$ cat config.mk
export PLATFORM = sky130hd
export DESIGN_NAME = mmbd_top
export DESIGN_NICKNAME = d
export VERILOG_FILES = /design/src/mmbd_pkg.sv /design/src/mmbd_ram_if.sv /design/src/mmbd_ram.sv /design/src/mmbd_top.sv
export SDC_FILE = /design/constraint.sdc
export NUM_CORES = 1
export LEC_CHECK = 0
export ABC_AREA = 0
export BUFFER_PORTS_ARGS = -buffer_cell sky130_fd_sc_hd__buf_2
export CELL_PAD_IN_SITES_DETAIL_PLACEMENT = 1
export CELL_PAD_IN_SITES_GLOBAL_PLACEMENT = 2
export CORE_MARGIN = 4
export CORE_UTILIZATION = 47
export CTS_BUF_LIST = sky130_fd_sc_hd__clkbuf_8
export DETAILED_ROUTE_END_ITERATION = 10
export GPL_TIMING_DRIVEN = 0
export PLACE_DENSITY_LB_ADDON = 0.25
export SLEW_MARGIN = 20
export SYNTH_ARGS = -nofsm -noshare
export SYNTH_HDL_FRONTEND = slang
export SYNTH_SLANG_ARGS = --single-unit
$ cat constraint.sdc
create_clock -name ref_clk_in -period 4.28 [get_ports ref_clk_in]
set_clock_uncertainty 0.15 [all_clocks]
set_input_delay 0.214 -clock ref_clk_in [delete_from_list [all_inputs] [get_ports ref_clk_in]]
set_output_delay 0.214 -clock ref_clk_in [all_outputs]
set_load 0.02 [all_outputs]
$ cat src/mmbd_pkg.sv
// memory map and bank decode constants
// assumes a single core clock domain and a synchronous active-low reset
package mmbd_pkg;
    // -----------------------------------------------------------------
    // program space
    // -----------------------------------------------------------------
    localparam int PC_W = 13;
    localparam int IW_W = 14;
    localparam int PROG_IMPL_W = 10;
    localparam logic [12:0] RESET_VECTOR = 13'h0000;
    localparam logic [12:0] INT_VECTOR = 13'h0004;
    localparam logic [12:0] PROG_IMPL_LAST = 13'h03ff;
    // -----------------------------------------------------------------
    // data space
    // -----------------------------------------------------------------
    localparam int DADDR_W = 8;
    localparam int DIR_W = 7;
    localparam int RAM_DEPTH = 64;
    localparam int RAM_AW = 6;
    localparam logic [6:0] SFR_LAST = 7'h1f;
    localparam logic [6:0] GPR_FIRST = 7'h20;
    localparam logic [6:0] GPR_LAST = 7'h5f;
    localparam logic [6:0] IND_ADDR = 7'h00;
    localparam logic [6:0] STATUS_ADDR = 7'h03;
    localparam logic [6:0] FSP_ADDR = 7'h04;
    localparam int BANK_BIT_POS = 5;
    localparam int UPPER_BANK_POS = 6;
    localparam int IND_BANK_POS = 7;
    localparam logic [7:0] STATUS_RESET = 8'h18;
    localparam logic [7:0] FSP_RESET = 8'h00;
    localparam logic [7:0] BYTE_ZERO = 8'h00;

    typedef enum logic [1:0] {
        MMBD_REGION_SFR = 2'b00,
        MMBD_REGION_GPR = 2'b01,
        MMBD_REGION_NONE = 2'b10
    } mmbd_region_e;
endpackage : mmbd_pkg

$ cat src/mmbd_ram_if.sv
// request carrier between the decoder and the shared data ram
// assumes both ends sit on the core clock
`timescale 1ns/1ps
interface mmbd_ram_if;
    logic we;
    logic [5:0] addr;
    logic [7:0] wdata;
    logic [7:0] rdata;
    modport master (output we, output addr, output wdata, input rdata);
    modport slave (input we, input addr, input wdata, output rdata);
endinterface : mmbd_ram_if

$ cat src/mmbd_ram.sv
// 64 x 8 general purpose ram shared by both banks
// assumes addresses already folded to the 6-bit window
`timescale 1ns/1ps
module mmbd_ram
    import mmbd_pkg::*;
(
    // clock
    input wire logic ref_clk_in,
    // access
    mmbd_ram_if.slave port
);
    logic [7:0] mem [RAM_DEPTH];

    // asynchronous read so the decoder sees data in the access cycle
    assign port.rdata = mem[port.addr];

    always_ff @(posedge ref_clk_in) begin
        if (port.we) begin
            mem[port.addr] <= port.wdata; // see [RQ12]
        end
    end
endmodule : mmbd_ram

$ cat src/mmbd_top.sv
// program address fold and banked data memory decode
// assumes the cpu core drives requests on ref_clk_in; status and file select pointer are the only control registers held here, the rest sit outside
// Function
// [RQ1] the program counter is 13 bits, spanning 8K words of 14 bits.
// [RQ2] only words 0000h to 03FFh physically exist.
// [RQ3] fetches above 03FFh wrap into the lowest 1K words.
// [RQ4] after reset fetch starts at 0000h.
// [RQ5] an interrupt redirects fetch to 0004h.
// [RQ6] data memory is two banks holding general registers and control registers.
// [RQ7] the lowest 32 addresses of each bank decode to control registers.
// [RQ8] addresses 20h-5Fh reach one ram shared by both banks.
// [RQ9] other locations read zero and ignore writes.
// [RQ10] status bit 5 selects bank 0 or bank 1.
// [RQ11] software keeps status bits 7 and 6 at zero.
// [RQ12] 64 ram bytes are reachable directly or through the file select pointer.
// [RQ13] the full data address is the bank bit prefixed to the 7-bit direct address.
`timescale 1ns/1ps
module mmbd_top
    import mmbd_pkg::*;
(
    // clock and reset
    input wire logic ref_clk_in,
    input wire logic rstn_in,
    // program counter control
    input wire logic pc_advance_in,
    input wire logic pc_load_in,
    input wire logic [12:0] pc_target_in,
    input wire logic int_take_in,
    // data access
    input wire logic d_req_in,
    input wire logic d_we_in,
    input wire logic [6:0] d_addr_in,
    input wire logic [7:0] d_wdata_in,
    // control register file outside
    input wire logic [7:0] sfr_rdata_in,
    // program side
    output logic [12:0] pc_out,
    output logic [9:0] prog_addr_out,
    // data side
    output logic [7:0] d_rdata_out,
    output logic d_valid_out,
    output logic [7:0] d_full_addr_out,
    output logic sfr_sel_out,
    output logic sfr_we_out,
    output logic [7:0] sfr_wdata_out,
    output logic bank_select_bit_out,
    output logic [7:0] file_select_pointer_out
);
    // ---------------------------------------------------------------
    // program counter
    // ---------------------------------------------------------------
    logic [12:0] pc_reg;
    logic [12:0] pc_next;

    always_comb begin
        pc_next = pc_reg;
        if (int_take_in) begin
            pc_next = INT_VECTOR; // see [RQ5]
        end else if (pc_load_in) begin
            pc_next = pc_target_in;
        end else if (pc_advance_in) begin
            pc_next = 13'(pc_reg + 13'h0001); // see [RQ1]
        end
    end

    always_ff @(posedge ref_clk_in) begin
        if (!rstn_in) begin
            pc_reg <= RESET_VECTOR; // see [RQ4]
            prog_addr_out <= RESET_VECTOR[PROG_IMPL_W-1:0];
        end else begin
            pc_reg <= pc_next;
            // upper pc bits are dropped: the array only holds 1K words
            prog_addr_out <= pc_next[PROG_IMPL_W-1:0]; // see [RQ2] see [RQ3]
        end
    end
    assign pc_out = pc_reg;

    // ---------------------------------------------------------------
    // status bank bits and file select pointer
    // ---------------------------------------------------------------
    logic [7:0] status_reg;
    logic [7:0] fsp_reg;
    logic [6:0] eff_addr;
    logic eff_bank;
    logic [7:0] full_addr;
    mmbd_region_e region;

    // indirect access through location 00h uses the pointer
    always_comb begin
        if (d_addr_in == IND_ADDR) begin
            eff_addr = fsp_reg[DIR_W-1:0];
            eff_bank = fsp_reg[IND_BANK_POS]; // see [RQ12]
        end else begin
            eff_addr = d_addr_in;
            eff_bank = status_reg[BANK_BIT_POS]; // see [RQ10]
        end
        full_addr = {eff_bank, eff_addr}; // see [RQ13]
    end

    always_comb begin
        if (eff_addr <= SFR_LAST) begin
            region = MMBD_REGION_SFR; // see [RQ7]
        end else if (eff_addr <= GPR_LAST) begin
            region = MMBD_REGION_GPR; // see [RQ8]
        end else begin
            region = MMBD_REGION_NONE; // see [RQ9]
        end
    end

    logic sfr_wr;
    assign sfr_wr = d_req_in && d_we_in && (region == MMBD_REGION_SFR);

    // status and pointer live at the same slot in both banks
    always_ff @(posedge ref_clk_in) begin
        if (!rstn_in) begin
            status_reg <= STATUS_RESET;
        end else if (sfr_wr && eff_addr == STATUS_ADDR) begin
            // bits 7:6 stored as written; software keeps them zero
            status_reg <= d_wdata_in; // see [RQ11]
        end
    end

    always_ff @(posedge ref_clk_in) begin
        if (!rstn_in) begin
            fsp_reg <= FSP_RESET;
        end else if (sfr_wr && eff_addr == FSP_ADDR) begin
            fsp_reg <= d_wdata_in;
        end
    end

    // ---------------------------------------------------------------
    // shared ram
    // ---------------------------------------------------------------
    mmbd_ram_if ram_bus ();
    // bank bit ignored: both banks fold onto one array
    assign ram_bus.we = d_req_in && d_we_in && (region == MMBD_REGION_GPR); // see [RQ8]
    assign ram_bus.addr = 6'(eff_addr - GPR_FIRST);
    assign ram_bus.wdata = d_wdata_in;

    mmbd_ram u_ram (
        .ref_clk_in(ref_clk_in),
        .port(ram_bus)
    );

    // ---------------------------------------------------------------
    // read data and outward strobes, all registered
    // ---------------------------------------------------------------
    logic [7:0] rdata_next;
    always_comb begin
        unique case (region)
            MMBD_REGION_SFR: begin
                if (eff_addr == STATUS_ADDR) begin
                    rdata_next = status_reg;
                end else if (eff_addr == FSP_ADDR) begin
                    rdata_next = fsp_reg;
                end else begin
                    rdata_next = sfr_rdata_in;
                end
            end
            MMBD_REGION_GPR: rdata_next = ram_bus.rdata;
            default: rdata_next = BYTE_ZERO; // see [RQ9]
        endcase
    end

    always_ff @(posedge ref_clk_in) begin
        if (!rstn_in) begin
            d_rdata_out <= BYTE_ZERO;
            d_valid_out <= 1'b0;
            d_full_addr_out <= BYTE_ZERO;
            sfr_sel_out <= 1'b0;
            sfr_we_out <= 1'b0;
            sfr_wdata_out <= BYTE_ZERO;
        end else begin
            d_rdata_out <= d_req_in ? rdata_next : BYTE_ZERO;
            d_valid_out <= d_req_in;
            d_full_addr_out <= full_addr; // see [RQ6]
            sfr_sel_out <= d_req_in && (region == MMBD_REGION_SFR);
            sfr_we_out <= sfr_wr;
            sfr_wdata_out <= d_wdata_in;
        end
    end

    always_ff @(posedge ref_clk_in) begin
        if (!rstn_in) begin
            bank_select_bit_out <= STATUS_RESET[BANK_BIT_POS];
            file_select_pointer_out <= FSP_RESET;
        end else begin
            bank_select_bit_out <= status_reg[BANK_BIT_POS];
            file_select_pointer_out <= fsp_reg;
        end
    end
endmodule : mmbd_top

After elaboration in Yosys (flattened, before gate mapping)
Memories as Yosys holds them, arrays and structs flattened. Cells that the tools add are included.

Flip-flop bits (word level): 65. Bits in writable memories: 512. Input bits: 43. Output and inout bits: 59. Word-level logic and storage cells: 46. Memories kept: 1.

Memory list: u_ram.mem (depth 64, width 8, read ports 1, clocked after Yosys merged registers in 0, wr ports 1, RTL line mmbd_ram.sv:12) `logic [7:0] mem [RAM_DEPTH];`.

Add/subtract/negate cells: 2. Order comparisons: 2. Eq/ne operators: 3. Muxes and demuxes: 12. Bitwise operators: 1. Reduce and logical (&&, ||, !) cells: 12.

Operators with widths (count): 13-bit two-way mux (2); 8-bit two-way mux (2); 8-bit one-hot mux with 2 select lines (1); 13-bit by 1-bit adder with 13-bit output, second input constant (1); 7-bit by 2-bit equality test with 1-bit output, second input constant (1); 7-bit by 3-bit equality test with 1-bit output, second input constant (1); 7-bit by 5-bit <= comparator with 1-bit output, second input constant (1); 7-bit <= comparator, second input constant (1); 7-bit logical NOT (1); 7-bit two-way mux (1); 1-bit logical AND (6); 6-bit subtractor, second input constant (1); 2-bit two-way mux (2); 1-bit two-way mux (3); 3-bit two-way mux (1); 3-bit nonzero test (1); 2-bit by 1-bit equality test with 1-bit output, second input constant (1); 2-bit logical NOT (1); 2-bit AND reduction (1); 2-bit nonzero test (1); 2-bit OR reduction (1); 1-bit NOT (1).

Depth between registers and ports, before layout
Gate-level depths: netlist of run 1.

Depth in word-level cells: 9. Depth in mapped cells: 13. Mapped depth without buffers: 9.

Hierarchy
From an unflattened synthesis of run 1, not the netlist that was laid out.

Cell total of the unflattened synthesis: 1459. Area, all modules: 23159.7 µm².

By module, submodules not included: mmbd_ram (instances 1, cells an instance 1163, area an instance 20289.5 µm², seq. area each 15374.7 µm²); mmbd_top (instances 1, cells an instance 296, area an instance 2870.3 µm², seq. area each 1301.2 µm²).

Worst setup path before layout of run 1
Ideal clock, no wire load.

Path type: input to register. Start: in d_addr_in[1]. End: mem u_ram.mem[49][0] (enable). Setup time: 0.370 ns. Arrival: 2.423 ns. Required time: 3.760 ns. Slack: 1.336 ns. Stages on the path: 9. Path buffers: 3. Cell sequence: buf_2 -> buf_1 -> inv_1 -> a41oi_1 -> xnor2_1 -> and3_1 -> clkbuf_1 -> nand3_1 -> nor2_1.

Cells in the longest elaborated chain, start to end: 9. Elaborated cells on any way between the ends: 11. Classes of those cells: 1 x add/sub; 2 x order compare; 1 x eq/ne; 5 x mux; 2 x reduce/logical.

Ends and longest elaborated chain: start: declaration (RTL line mmbd_top.sv:32) `input wire logic [6:0] d_addr_in,`; 7-bit logical NOT (RTL line mmbd_top.sv:90) `if (d_addr_in == IND_ADDR) begin`; 7-bit two-way mux * (RTL line mmbd_top.sv:90); 7-bit <= comparator (RTL line mmbd_top.sv:103) `end else if (eff_addr <= GPR_LAST) begin`; 2-bit two-way mux (RTL line mmbd_top.sv:103); 2-bit two-way mux (RTL line mmbd_top.sv:101) `if (eff_addr <= SFR_LAST) begin`; 2-bit by 1-bit equality test with 1-bit output (RTL line mmbd_top.sv:136) `assign ram_bus.we = d_req_in && d_we_in && (region == MMBD_REGION_GPR);`; 1-bit logical AND (RTL line mmbd_top.sv:136); 1-bit two-way mux (RTL line mmbd_ram.sv:18) `if (port.we) begin`; 1-bit two-way mux (implied by the code) (RTL line mmbd_ram.sv:19) `mem[port.addr] <= port.wdata;`; end: declaration (RTL line mmbd_ram.sv:12).

Mark *: on every way between the ends. The rest lies on a longest branch, timed or not.

Worst setup path after layout of run 1
Start: reg fsp_reg[2]. End: reg d_rdata_out[4].

Cells in the longest elaborated chain, start to end: 6. Elaborated cells on any way between the ends: 14. Classes of those cells: 1 x add/sub; 2 x order compare; 3 x eq/ne; 6 x mux; 1 x reduce/logical; 1 x memory.

Ends and longest elaborated chain: start: declaration (RTL line mmbd_top.sv:82) `logic [7:0] fsp_reg;`; start signal: assignment (RTL line mmbd_top.sv:127) `fsp_reg <= d_wdata_in;`; 7-bit two-way mux * (RTL line mmbd_top.sv:90); branches (longest 4 deep; another with memory 64 x 8 bit); 8-bit one-hot mux with 2 select lines * (RTL line mmbd_top.sv:150) `unique case (region)`; end signal: assignment (RTL line mmbd_top.sv:174) `d_rdata_out <= d_req_in ? rdata_next : BYTE_ZERO;`; end: declaration (RTL line mmbd_top.sv:40) `output logic [7:0] d_rdata_out,`.

Every way passes the cells marked *. A chain may end at the register's enable or synchronous reset.

==> impl_summary.log, run 1 <==
[metrics] core outline area: 46,800 um^2
[metrics] type of destination of the critical path: register
[metrics] final routed wire length divided by cell count: 34.5 um
[metrics] Reg with most FFs: u_ram.mem
[metrics] power density over the cells: 445 nW/um^2
[metrics] area fraction in and, or, nand and nor cells after synthesis: 0.0990
[metrics] top cells by area, synth: edfxtp_1, dfxtp_1, nand2_1, nor2_1, o22ai_1
[metrics] relative contribution of sequential cells to total power: 0.532
[metrics] status: finished, violations left
[metrics] maximum vdd ir drop: 0.268 mV
[metrics] count of fill cells added during filler insertion: 4,597
[metrics] largest driver fanout on the critical path: 10
[metrics] synthesis-stage register bit count: 577
[metrics] share of the synthesized area in compound gates (AO/OA/AOI/OAI): 0.0982
[metrics] buffers added on ports: 97
[metrics] number of instances in the placed design: 2,277
[metrics] multiplexer share of the synthesized area: 0.0288
[metrics] starting density of the core: 0.477
[metrics] flip-flop and latch area: 16,700 um^2
[metrics] share of synthesized flip-flops with an asynchronous set or reset: 0
[metrics] violations in the final reports: setup timing
[metrics] highest metal layer with signal wires: met5
[metrics] xor and xnor fraction of the mapped netlist area: 0.00510
[metrics] Die Y-Extent: 226 um
[metrics] pre-CTS WS: -0.583 ns
[metrics] Die Footprint: 51,000 um^2
[metrics] Hold Path Origin: d_addr_in[5]
[metrics] number of flip-flops under the largest register name: 512
[metrics] synthesized area: 22,300 um^2
[metrics] multi-input gate area in the final layout: 5320 um^2
[metrics] dpl hpwl: 54,100 um
[metrics] drt via density: 6.43
[metrics] sequential share of the synthesized area: 0.747
[metrics] net switching component of the power: 0.00291 W
[metrics] number of enable-type register cells in the synthesized netlist: 512
[metrics] # Max-Cap Violations: 0
[metrics] wire length of the first global-routing pass: 119,000 um
[metrics] synth warn: 0
[metrics] met2 WL post-DR: 38,400 um
[metrics] required time at the worst-slack endpoint: 4.73 ns
[metrics] clock latency of the later-clocked register in the worst-skew pair: 0.71 ns
[metrics] antenna violations before repair: 2
[metrics] TritonCTS buffer count: 95
[metrics] fraction of final layout cells sized beyond drive strength 1: 0.192
[metrics] Final Wtd Congestion: 0.960
[metrics] setup slack of the critical path after layout: -0.173 ns
[metrics] RSZ-0062 raised after global routing: true
[metrics] aggregate global routing overflow: 0
[metrics] startpoint type of the worst setup path: register
[metrics] Max Root-Sink Buffers: 3
[metrics] number of global-route vias before repair: 15,900
[metrics] largest net degree at the start of global routing: 68
[metrics] leading area contributor after synthesis: edfxtp_1
[metrics] fin cells: 2,493
[metrics] number of hold-slack violations in the final timing report: 0
[metrics] fmax: 225 MHz
[metrics] H-tree depth: 3
[metrics] final count of negative-setup-slack endpoints: 29
[metrics] vias after detailed routing: 16,000
[metrics] clock root buffer: clkbuf_8
[metrics] Post-Synthesis Mean Instance Area: 14.2 um^2
[metrics] data arrival time at the worst-slack endpoint: 4.91 ns
[metrics] Std-Cell Rows: 79
[metrics] top-level I/O count: 102
[metrics] Synth top area share: 0.689
[metrics] static leakage: 8.94 nW
[metrics] ys flop type: edfxtp_1
[metrics] part of the cycle the worst path needs: 1.04
[metrics] setup TNS after final layout: -1.31 ns
[metrics] total wirelength of the detailed-routed design: 86,100 um
[metrics] Met1 Wirelength: 32,100 um
[metrics] switch share: 0.252
[metrics] die boundary width: 226 um
[metrics] headroom to the max-slew limit: 0.148
[metrics] remaining design rule violation count: 0
[metrics] Post-layout nets: 1,854
[metrics] clock tree from TritonCTS: yes
[metrics] Crit Path Category: register to register
[metrics] Area growth syn-to-layout: 16.5%
[metrics] distinct cell type count after synthesis: 64
[metrics] clock tree sinks: 577
[metrics] most frequent cell after synthesis: edfxtp_1
[metrics] CTS clk-pin slew, worst paths: 0.06 ns
[metrics] cells after synthesis: 1,571
[metrics] type of the tightest min-delay check: input pin to register
[metrics] proportion of power drawn by combinational gates: 0.071
[metrics] Antenna Violating Nets Remaining: 0
[metrics] area share of fa/ha/maj cells after synthesis: 0.000561
[metrics] total nets after synthesis: 1,615
[metrics] internal portion of total power: 0.00867 W
[metrics] DRC marker count from the first detailed-route iteration: 2,272
[metrics] most frequent cells after synthesis: edfxtp_1, nand2_1, nor2_1, o22ai_1, dfxtp_1
[metrics] combinational family with the most area after synthesis: simple AND/OR/NAND/NOR gates
[metrics] total count of max-transition violations in the final report: 0
[metrics] Inserted Diodes: 0
[metrics] met3 WL: 10,800 um
[metrics] Critical R2R Launch: fsp_reg[2]
[metrics] Tot GR Track Use: 0.333
[metrics] slew at the pin closest to its max-slew limit: 1.28 ns
[metrics] proportion of power drawn by the clock network: 0.396
[metrics] first-pass iteration count of the detailed router: 6
[metrics] Worst setup startpoint: fsp_reg[2]
[metrics] shortest period the worst path allows: 4.45 ns
-- kinds of logic after synthesis --
| family | Yosys count |
|---|---|
| buffers and inverters | 99 |
| muxes | 62 |
| xor gates and xnor gates | 13 |
| AOI/OAI and AO/OA | 322 |
| DFF | 577 |
| adders and majority gates | 1 |
| and+or+nand+nor | 497 |
-- critical path, stage by stage (launching register included) --
cell and delay [ns]:
dfxtp_1 0.30, clkbuf_1 0.27, a31oi_4 0.41, clkbuf_1 0.90, nor2_1 0.52, a31oi_1 0.38
a21oi_1 0.16, a2111oi_1 0.95, a31o_1 0.31
-- metal layers --
metal  up-vias  track usage
met5         -            0
met4         2        0.160
met3       242        0.104
met2      1127        0.504
met1      8129        0.443
li1       6535            -
-- cell type report --
cell class	count	share of cell area
flip-flops and latches	577	0.641
repair buffers	143	0.0374
inverters	6	0.000866
well taps	607	0.0292
clock buffers	101	0.0535
clock inverters	72	0.0144
plain buffers	92	0.0186
multi-input cells	895	0.205
-- repair_timing --
action                                 CTS  global route
hold buffers                            44             0
setup buffers                            0             0
endpoints found under the hold margin  311             0
gates resized for setup                 39            23
setup endpoints to repair              199           148
-- worst paths after layout --
| path | end | slack (ns) | cells after the start |
|---|---|---|---|
| worst max-delay path | d_rdata_out[4] | -0.17 | 8 |
| worst min-delay path | d_full_addr_out[5] | 0.08 | 3 |
| worst max register to register | d_rdata_out[4] | -0.17 | 8 |
| worst min register to register | status_reg[4] | 0.35 | 2 |
-- power groups by stage --
stage | sequential [W] | combinational (W) | clock [W]
global placement | 0.00629 | 0.000724 | 0
CTS | 0.00617 | 0.000788 | 0.00460
floorplan | 0.00630 | 0.000299 | 0
global route | 0.00617 | 0.000838 | 0.00487
finish | 0.00617 | 0.000823 | 0.00459
detailed placement | 0.00628 | 0.000748 | 0
-- placed cells by master (no fill, tap or decap), types with 5 or more instances in the layout --
master / count
edfxtp_1: 512
nand2_1: 176
nor2_1: 145
buf_2: 124
clkbuf_8: 101
o22ai_1: 89
dfxtp_1: 65
a21oi_1: 61
mux2i_1: 44
dlygate4sd3_1: 44
nand3_1: 40
a31oi_1: 39
inv_1: 33
and2_1: 28
nor2_2: 26
nor3_1: 24
clkinv_1: 23
buf_4: 22
clkbuf_1: 21
nor2b_1: 18
o21ai_0: 18
mux2_2: 18
clkbuf_2: 17
o221ai_1: 15
clkinv_2: 13
a32oi_1: 10
a221oi_1: 8
a32o_1: 7
xor2_1: 7
o211ai_1: 7
nor4_1: 7
xnor2_1: 6
and3_1: 6
a22oi_1: 6
a311oi_1: 5
a222oi_1: 5
-- stage by stage --
stage	cell area [um^2]	total power, W	util	hold WS, ns
after CTS	25900	0.0116	0.555	0.0322
after global routing	26000	0.0119	0.556	0.0644
after floorplan	22300	0.00660	-	0.163
after detailed placement	23600	0.00703	0.506	0.305
final	26000	0.0116	0.556	0.0756
after global placement	23600	0.00701	0.504	0.292
(Power assumes the default switching activity.)
==> inputs of run 2 (changes only) <==
--- a/config.mk
+++ b/config.mk
@@ -15,6 +15,7 @@
 export DETAILED_ROUTE_END_ITERATION = 10
 export GPL_TIMING_DRIVEN = 0
 export PLACE_DENSITY_LB_ADDON = 0.25
+export REMOVE_ABC_BUFFERS = 1
 export SLEW_MARGIN = 20
 export SYNTH_ARGS = -nofsm -noshare
 export SYNTH_HDL_FRONTEND = slang
==> constraint.sdc (replaced) <==
create_clock -name ref_clk_in -period 5.5 [get_ports ref_clk_in]
set_clock_uncertainty 0.15 [all_clocks]
set_input_delay 0.275 -clock ref_clk_in [delete_from_list [all_inputs] [get_ports ref_clk_in]]
set_output_delay 0.275 -clock ref_clk_in [all_outputs]
set_load 0.02 [all_outputs]
==> run 2 against run 1 <==
  * The run now ends clean
  * Die area stayed put
  * Wire length is 15% lower
  * Largest power group unchanged
  * Final cell count is 3.4% lower
  * Sequential cell count stayed put
  * Sequential share of layout area is 0.29 points higher
  * Design area is 0.44% lower
==> impl_summary.log, run 2 (synthesized netlist as in run 1, its figures left out) <==
[metrics] status: complete, no violations
[metrics] largest driver fanout on the critical path: 29
[metrics] number of hold-slack violations in the final timing report: 0
[metrics] Crit Path Category: input pin to register
[metrics] drt via density: 6.27
[metrics] total wirelength of the detailed-routed design: 73,000 um
[metrics] dpl cell area: 23,700 um^2
[metrics] H-tree depth: 3
[metrics] static leakage: 8.82 nW
[metrics] most frequent cells in the layout: edfxtp_1, nand2_1, nor2_1
[metrics] die boundary width: 226 um
[metrics] clock tree from TritonCTS: yes
[metrics] antenna violations before repair: 1
[metrics] remaining design rule violation count: 0
[metrics] Post-Layout Inst Area: 25,900 um^2
[metrics] endpoint of the worst hold path: u_ram.mem[57][3]
[metrics] Max Root-Sink Buffers: 3
[metrics] total power after layout: 0.00897 W
[metrics] starting density of the core: 0.477
[metrics] number of global-route vias before repair: 15,300
[metrics] commonest non-fill, non-tap cell in the layout: edfxtp_1
[metrics] Critical R2R Launch: fsp_reg[0]
[metrics] fmax: 193 MHz
[metrics] count of fill cells added during filler insertion: 4,538
[metrics] CTS clk-pin slew, worst paths: 0.06 ns
[metrics] power density over the cells: 346 nW/um^2
[metrics] aggregate global routing overflow: 0
[metrics] worst r2r dst: d_rdata_out[1]
[metrics] path depth of the worst reg2reg path: 10
[metrics] type of destination of the critical path: register
[metrics] RSZ-0062 raised after global routing: false
[metrics] headroom to the max-slew limit: 0.198
[metrics] vias after detailed routing: 15,100
[metrics] DRC marker count from the first detailed-route iteration: 1,766
[metrics] Area growth syn-to-layout: 16.0%
[metrics] final cell utilization of the core: 0.554
[metrics] Reg with most FFs: u_ram.mem
[metrics] Setup Fix Bufs, Post-CTS: 0
[metrics] Final Hold Slack: 0.0312 ns
[metrics] clock tree sinks: 577
[metrics] final routed wire length divided by cell count: 30.3 um
[metrics] first-pass iteration count of the detailed router: 6
[metrics] dpl hpwl: 43,600 um
[metrics] pre-CTS WS: 0.390 ns
[metrics] most common cell type on the critical path: buf_16
[metrics] type of the tightest min-delay check: input pin to register
[metrics] Die Y-Extent: 226 um
[metrics] quantity of gates resized following cts: 0
[metrics] setup slack of the critical path after layout: 0.318 ns
[metrics] Tot GR Track Use: 0.286
[metrics] largest net degree at the start of global routing: 68
[metrics] TritonCTS buffer count: 94
[metrics] fraction of final layout cells sized beyond drive strength 1: 0.159
[metrics] number of cells traversed by the worst hold path: 1
[metrics] Post-layout nets: 1,773
[metrics] startpoint type of the worst setup path: input pin
[metrics] part of the cycle the worst path needs: 0.942
[metrics] Antenna Violating Nets Remaining: 0
[metrics] top-level I/O count: 102
[metrics] final count of negative-setup-slack endpoints: 0
[metrics] # Max-Cap Violations: 0
[metrics] clock root buffer: clkbuf_8
[metrics] Std-Cell Rows: 79
[metrics] R2R Setup Slk: 0.86 ns
[metrics] total count of max-transition violations in the final report: 0
[metrics] number of flip-flops under the largest register name: 512
[metrics] CP peak stage delay: 0.86 ns
[metrics] hold_buf cts: 36
[metrics] slew at the pin closest to its max-slew limit: 1.20 ns
[metrics] buffers added on ports: 101
[metrics] Final Wtd Congestion: 0.851
[metrics] Die Footprint: 51,000 um^2
[metrics] data arrival time at the worst-slack endpoint: 5.62 ns
[metrics] Worst path slowest cell: nor4_1
[metrics] clock latency of the later-clocked register in the worst-skew pair: 0.68 ns
[metrics] wire length of the first global-routing pass: 106,000 um
[metrics] Hold Path Origin: d_wdata_in[3]
[metrics] required time at the worst-slack endpoint: 5.93 ns
[metrics] cell chain of the critical path: dlygate4sd3_1 > buf_2 > nor4_4 > a31oi_4 > buf_16 > buf_16 > nand3_4 > buf_12 > o22ai_1 > a311oi_1 > o21ai_0 > nor4_1 > a31o_2
[metrics] shortest period the worst path allows: 5.18 ns
[metrics] maximum vdd ir drop: 0.245 mV
[metrics] core outline area: 46,800 um^2
==> run 2: worst max-delay path, delay by kind of cell <==
kind / cells / cell delay, ns
buffers and inverters: 5 / 1.46
AOI/OAI and AO/OA: 5 / 1.72
and+or+nand+nor: 3 / 2.08
==> run 2: per-stage QoR <==
stage,std cells,setup TNS (ns)
2_1_floorplan,1478,-58.23
3_3_place_gp,2186,-2012.29
3_5_place_dp,2204,0
4_1_cts,2407,0
5_1_grt,2407,0
6_report,2408,0
==> run 2: layout make-up <==
class	count	area, um^2	share of cell area
Sequential cell	577	16700	0.644
Multi-Input combinational cell	895	5340	0.206
Clock buffer	104	1430	0.0553
Timing Repair Buffer	155	1310	0.0504
Tap cell	607	759	0.0293
Clock inverter	63	345	0.0133
Inverter	6	22.5	0.000870
Antenna cell	1	2.50	0.0000967
==> run 2: worst max path at each step <==
stage                      start              to  slack [ns]
detailed placement  d_addr_in[4]  d_rdata_out[1]        0.39
global placement    d_addr_in[4]  d_rdata_out[1]       -8.82
floorplan           d_addr_in[4]  d_rdata_out[1]       -0.59
global route        d_addr_in[6]  d_rdata_out[1]        0.33
finish              d_addr_in[6]  d_rdata_out[1]        0.32
CTS                 d_addr_in[6]  d_rdata_out[1]        0.48
==> run 2: where the power goes <==
| group | switching (W) | total [W] | leakage [nW] | internal (W) |
|---|---|---|---|---|
| Sequential | 0.0000106 | 0.00480 | 5.13 | 0.00479 |
| Clock | 0.00171 | 0.00358 | 1.01 | 0.00187 |
| Combinational | 0.000419 | 0.000586 | 2.68 | 0.000167 |
| Total | 0.00214 | 0.00897 | 8.82 | 0.00683 |
==> run 2: layer usage <==
layer  up-vias  track usage  routed length (um)
met3       141       0.0633                7040
met4         0       0.0927                2300
met1      7726        0.397               29300
met2       840        0.454               34400
li1       6383            -                   -
met5         -            0                   0
==> inputs of run 3 (changes only) <==
--- a/config.mk
+++ b/config.mk
@@ -7,10 +7,8 @@
 export LEC_CHECK = 0
 export ABC_AREA = 0
 export BUFFER_PORTS_ARGS = -buffer_cell sky130_fd_sc_hd__buf_2
-export CELL_PAD_IN_SITES_DETAIL_PLACEMENT = 1
-export CELL_PAD_IN_SITES_GLOBAL_PLACEMENT = 2
 export CORE_MARGIN = 4
-export CORE_UTILIZATION = 47
+export CORE_UTILIZATION = 40
 export CTS_BUF_LIST = sky130_fd_sc_hd__clkbuf_8
 export DETAILED_ROUTE_END_ITERATION = 10
 export GPL_TIMING_DRIVEN = 0
==> run 3 against run 2 <==
  * Die area up 17%
  * Fmax rose by 13%
  * Worst setup slack better by 0.62 ns
  * Critical path type unchanged
  * Largest cell class unchanged
==> impl_summary.log, run 3 (synthesized netlist as in run 1, its figures left out) <==
[metrics] Worst path slowest cell: a31o_2
[metrics] cell chain of the critical path: dlygate4sd3_1 > buf_2 > nor4_4 > a31o_2 > nor2_1 > a222oi_1 > a21oi_1 > a2111oi_0 > and3_1 > a211oi_1
[metrics] clock root buffer: clkbuf_8
[metrics] total count of max-transition violations in the final report: 0
[metrics] starting density of the core: 0.404
[metrics] Std-Cell Rows: 86
[metrics] H-tree depth: 3
[metrics] remaining design rule violation count: 0
[metrics] Max Root-Sink Buffers: 3
[metrics] antenna violations before repair: 1
[metrics] vias after detailed routing: 14,700
[metrics] top-level I/O count: 102
[metrics] clock latency of the later-clocked register in the worst-skew pair: 0.68 ns
[metrics] number of flip-flops under the largest register name: 512
[metrics] Area growth syn-to-layout: 16.7%
[metrics] TritonCTS buffer count: 93
[metrics] quantity of gates resized following cts: 0
[metrics] Tot GR Track Use: 0.222
[metrics] startpoint type of the worst setup path: input pin
[metrics] required time at the worst-slack endpoint: 5.88 ns
[metrics] DRC marker count from the first detailed-route iteration: 1,805
[metrics] headroom to the max-slew limit: 0.217
[metrics] shortest period the worst path allows: 4.57 ns
[metrics] number of global-route vias before repair: 14,400
[metrics] dpl cell area: 24,000 um^2
[metrics] core outline area: 55,200 um^2
[metrics] CP peak stage delay: 1.06 ns
[metrics] drt via density: 5.77
[metrics] data arrival time at the worst-slack endpoint: 4.94 ns
[metrics] RSZ-0062 raised after global routing: false
[metrics] # Max-Cap Violations: 0
[metrics] type of destination of the critical path: register
[metrics] largest driver fanout on the critical path: 29
[metrics] fin cells: 2,555
[metrics] buffers added on ports: 101
[metrics] Crit Path Category: input pin to register
[metrics] type of the tightest min-delay check: input pin to register
[metrics] Reg with most FFs: u_ram.mem
[metrics] static leakage: 8.84 nW
[metrics] number of hold-slack violations in the final timing report: 0
[metrics] maximum vdd ir drop: 0.172 mV
[metrics] die boundary width: 244 um
[metrics] Die Footprint: 59,600 um^2
[metrics] status: complete, no violations
[metrics] commonest non-fill, non-tap cell in the layout: edfxtp_1
[metrics] CTS clk-pin slew, worst paths: 0.06 ns
[metrics] Post-layout nets: 1,774
[metrics] largest net degree at the start of global routing: 68
[metrics] clock tree sinks: 577
[metrics] pre-CTS WS: 0.831 ns
[metrics] slew at the pin closest to its max-slew limit: 1.17 ns
[metrics] dominant delay contributor by cell family on the critical path: compound AO/OA/AOI/OAI gates
[metrics] Die Y-Extent: 244 um
[metrics] Final Hold Slack: 0.0612 ns
[metrics] dpl hpwl: 40,100 um
[metrics] Post-Layout Inst Area: 26,100 um^2
[metrics] fmax: 219 MHz
[metrics] final count of negative-setup-slack endpoints: 0
[metrics] Antenna Violating Nets Remaining: 0
[metrics] setup slack of the critical path after layout: 0.934 ns
[metrics] part of the cycle the worst path needs: 0.830
[metrics] clock tree from TritonCTS: yes
[metrics] aggregate global routing overflow: 0
[metrics] final routed wire length divided by cell count: 26.6 um
[metrics] first-pass iteration count of the detailed router: 7
[metrics] CP bufs+invs: 2
[metrics] wire length of the first global-routing pass: 98,300 um
[metrics] fraction of final layout cells sized beyond drive strength 1: 0.159
[metrics] total wirelength of the detailed-routed design: 67,800 um
[metrics] number of instances in the placed design: 2,347
[metrics] count of fill cells added during filler insertion: 4,848
[metrics] most frequent cells in the layout: edfxtp_1, nand2_1, nor2_1
[metrics] power density over the cells: 338 nW/um^2
[metrics] Final Wtd Congestion: 0.854
## run 3: routing by layer
| layer | up-vias | GRT usage | share of wire |
|---|---|---|---|
| li1 | 6387 | - | - |
| met2 | 833 | 0.354 | 0.47 |
| met1 | 7385 | 0.299 | 0.40 |
| met3 | 130 | 0.0537 | 0.096 |
| met4 | 0 | 0.0820 | 0.034 |
| met5 | - | 0 | 0 |
## run 3: layout make-up
class | count | area, um^2 | share of cell area
well taps | 748 | 936 | 0.0359
clock inverters | 68 | 313 | 0.0120
repair buffers | 157 | 1350 | 0.0518
inverters | 6 | 22.5 | 0.000865
multi-input cells | 895 | 5340 | 0.205
clock buffers | 103 | 1420 | 0.0544
flip-flops and latches | 577 | 16700 | 0.640
diodes | 1 | 2.50 | 0.0000961
## run 3: power by group
part | switching (W) | internal, W | total [W]
clock network | 0.00167 | 0.00176 | 0.00344
registers | 0.00000965 | 0.00479 | 0.00480
logic | 0.000404 | 0.000170 | 0.000574
## run 3: metrics by stage
step	util	total power (W)	TNS, ns
finish	0.472	0.00881	0
global route	0.472	0.00910	0
CTS	0.472	0.00886	0
detailed placement	0.434	0.00543	0
global placement	0.422	0.00539	-1909.06
floorplan	-	0.00511	-58.23
## run 3: final timing paths
path                                    start              end  slack (ns)  cells past startpoint
worst min register to register  status_reg[4]    status_reg[4]        0.33                      2
worst max register to register     fsp_reg[0]   d_rdata_out[3]        1.17                      8
worst min-delay path            d_wdata_in[1]  u_ram.mem[2][1]        0.06                      1
worst max-delay path             d_addr_in[6]   d_rdata_out[3]        0.93                     10
## run 3: repair_timing
| action | 4_1_cts | 5_1_grt |
|---|---|---|
| buffers inserted | 0 | 0 |
| endpoints found under the hold margin | 24 | 0 |
| hold buffers | 36 | 0 |
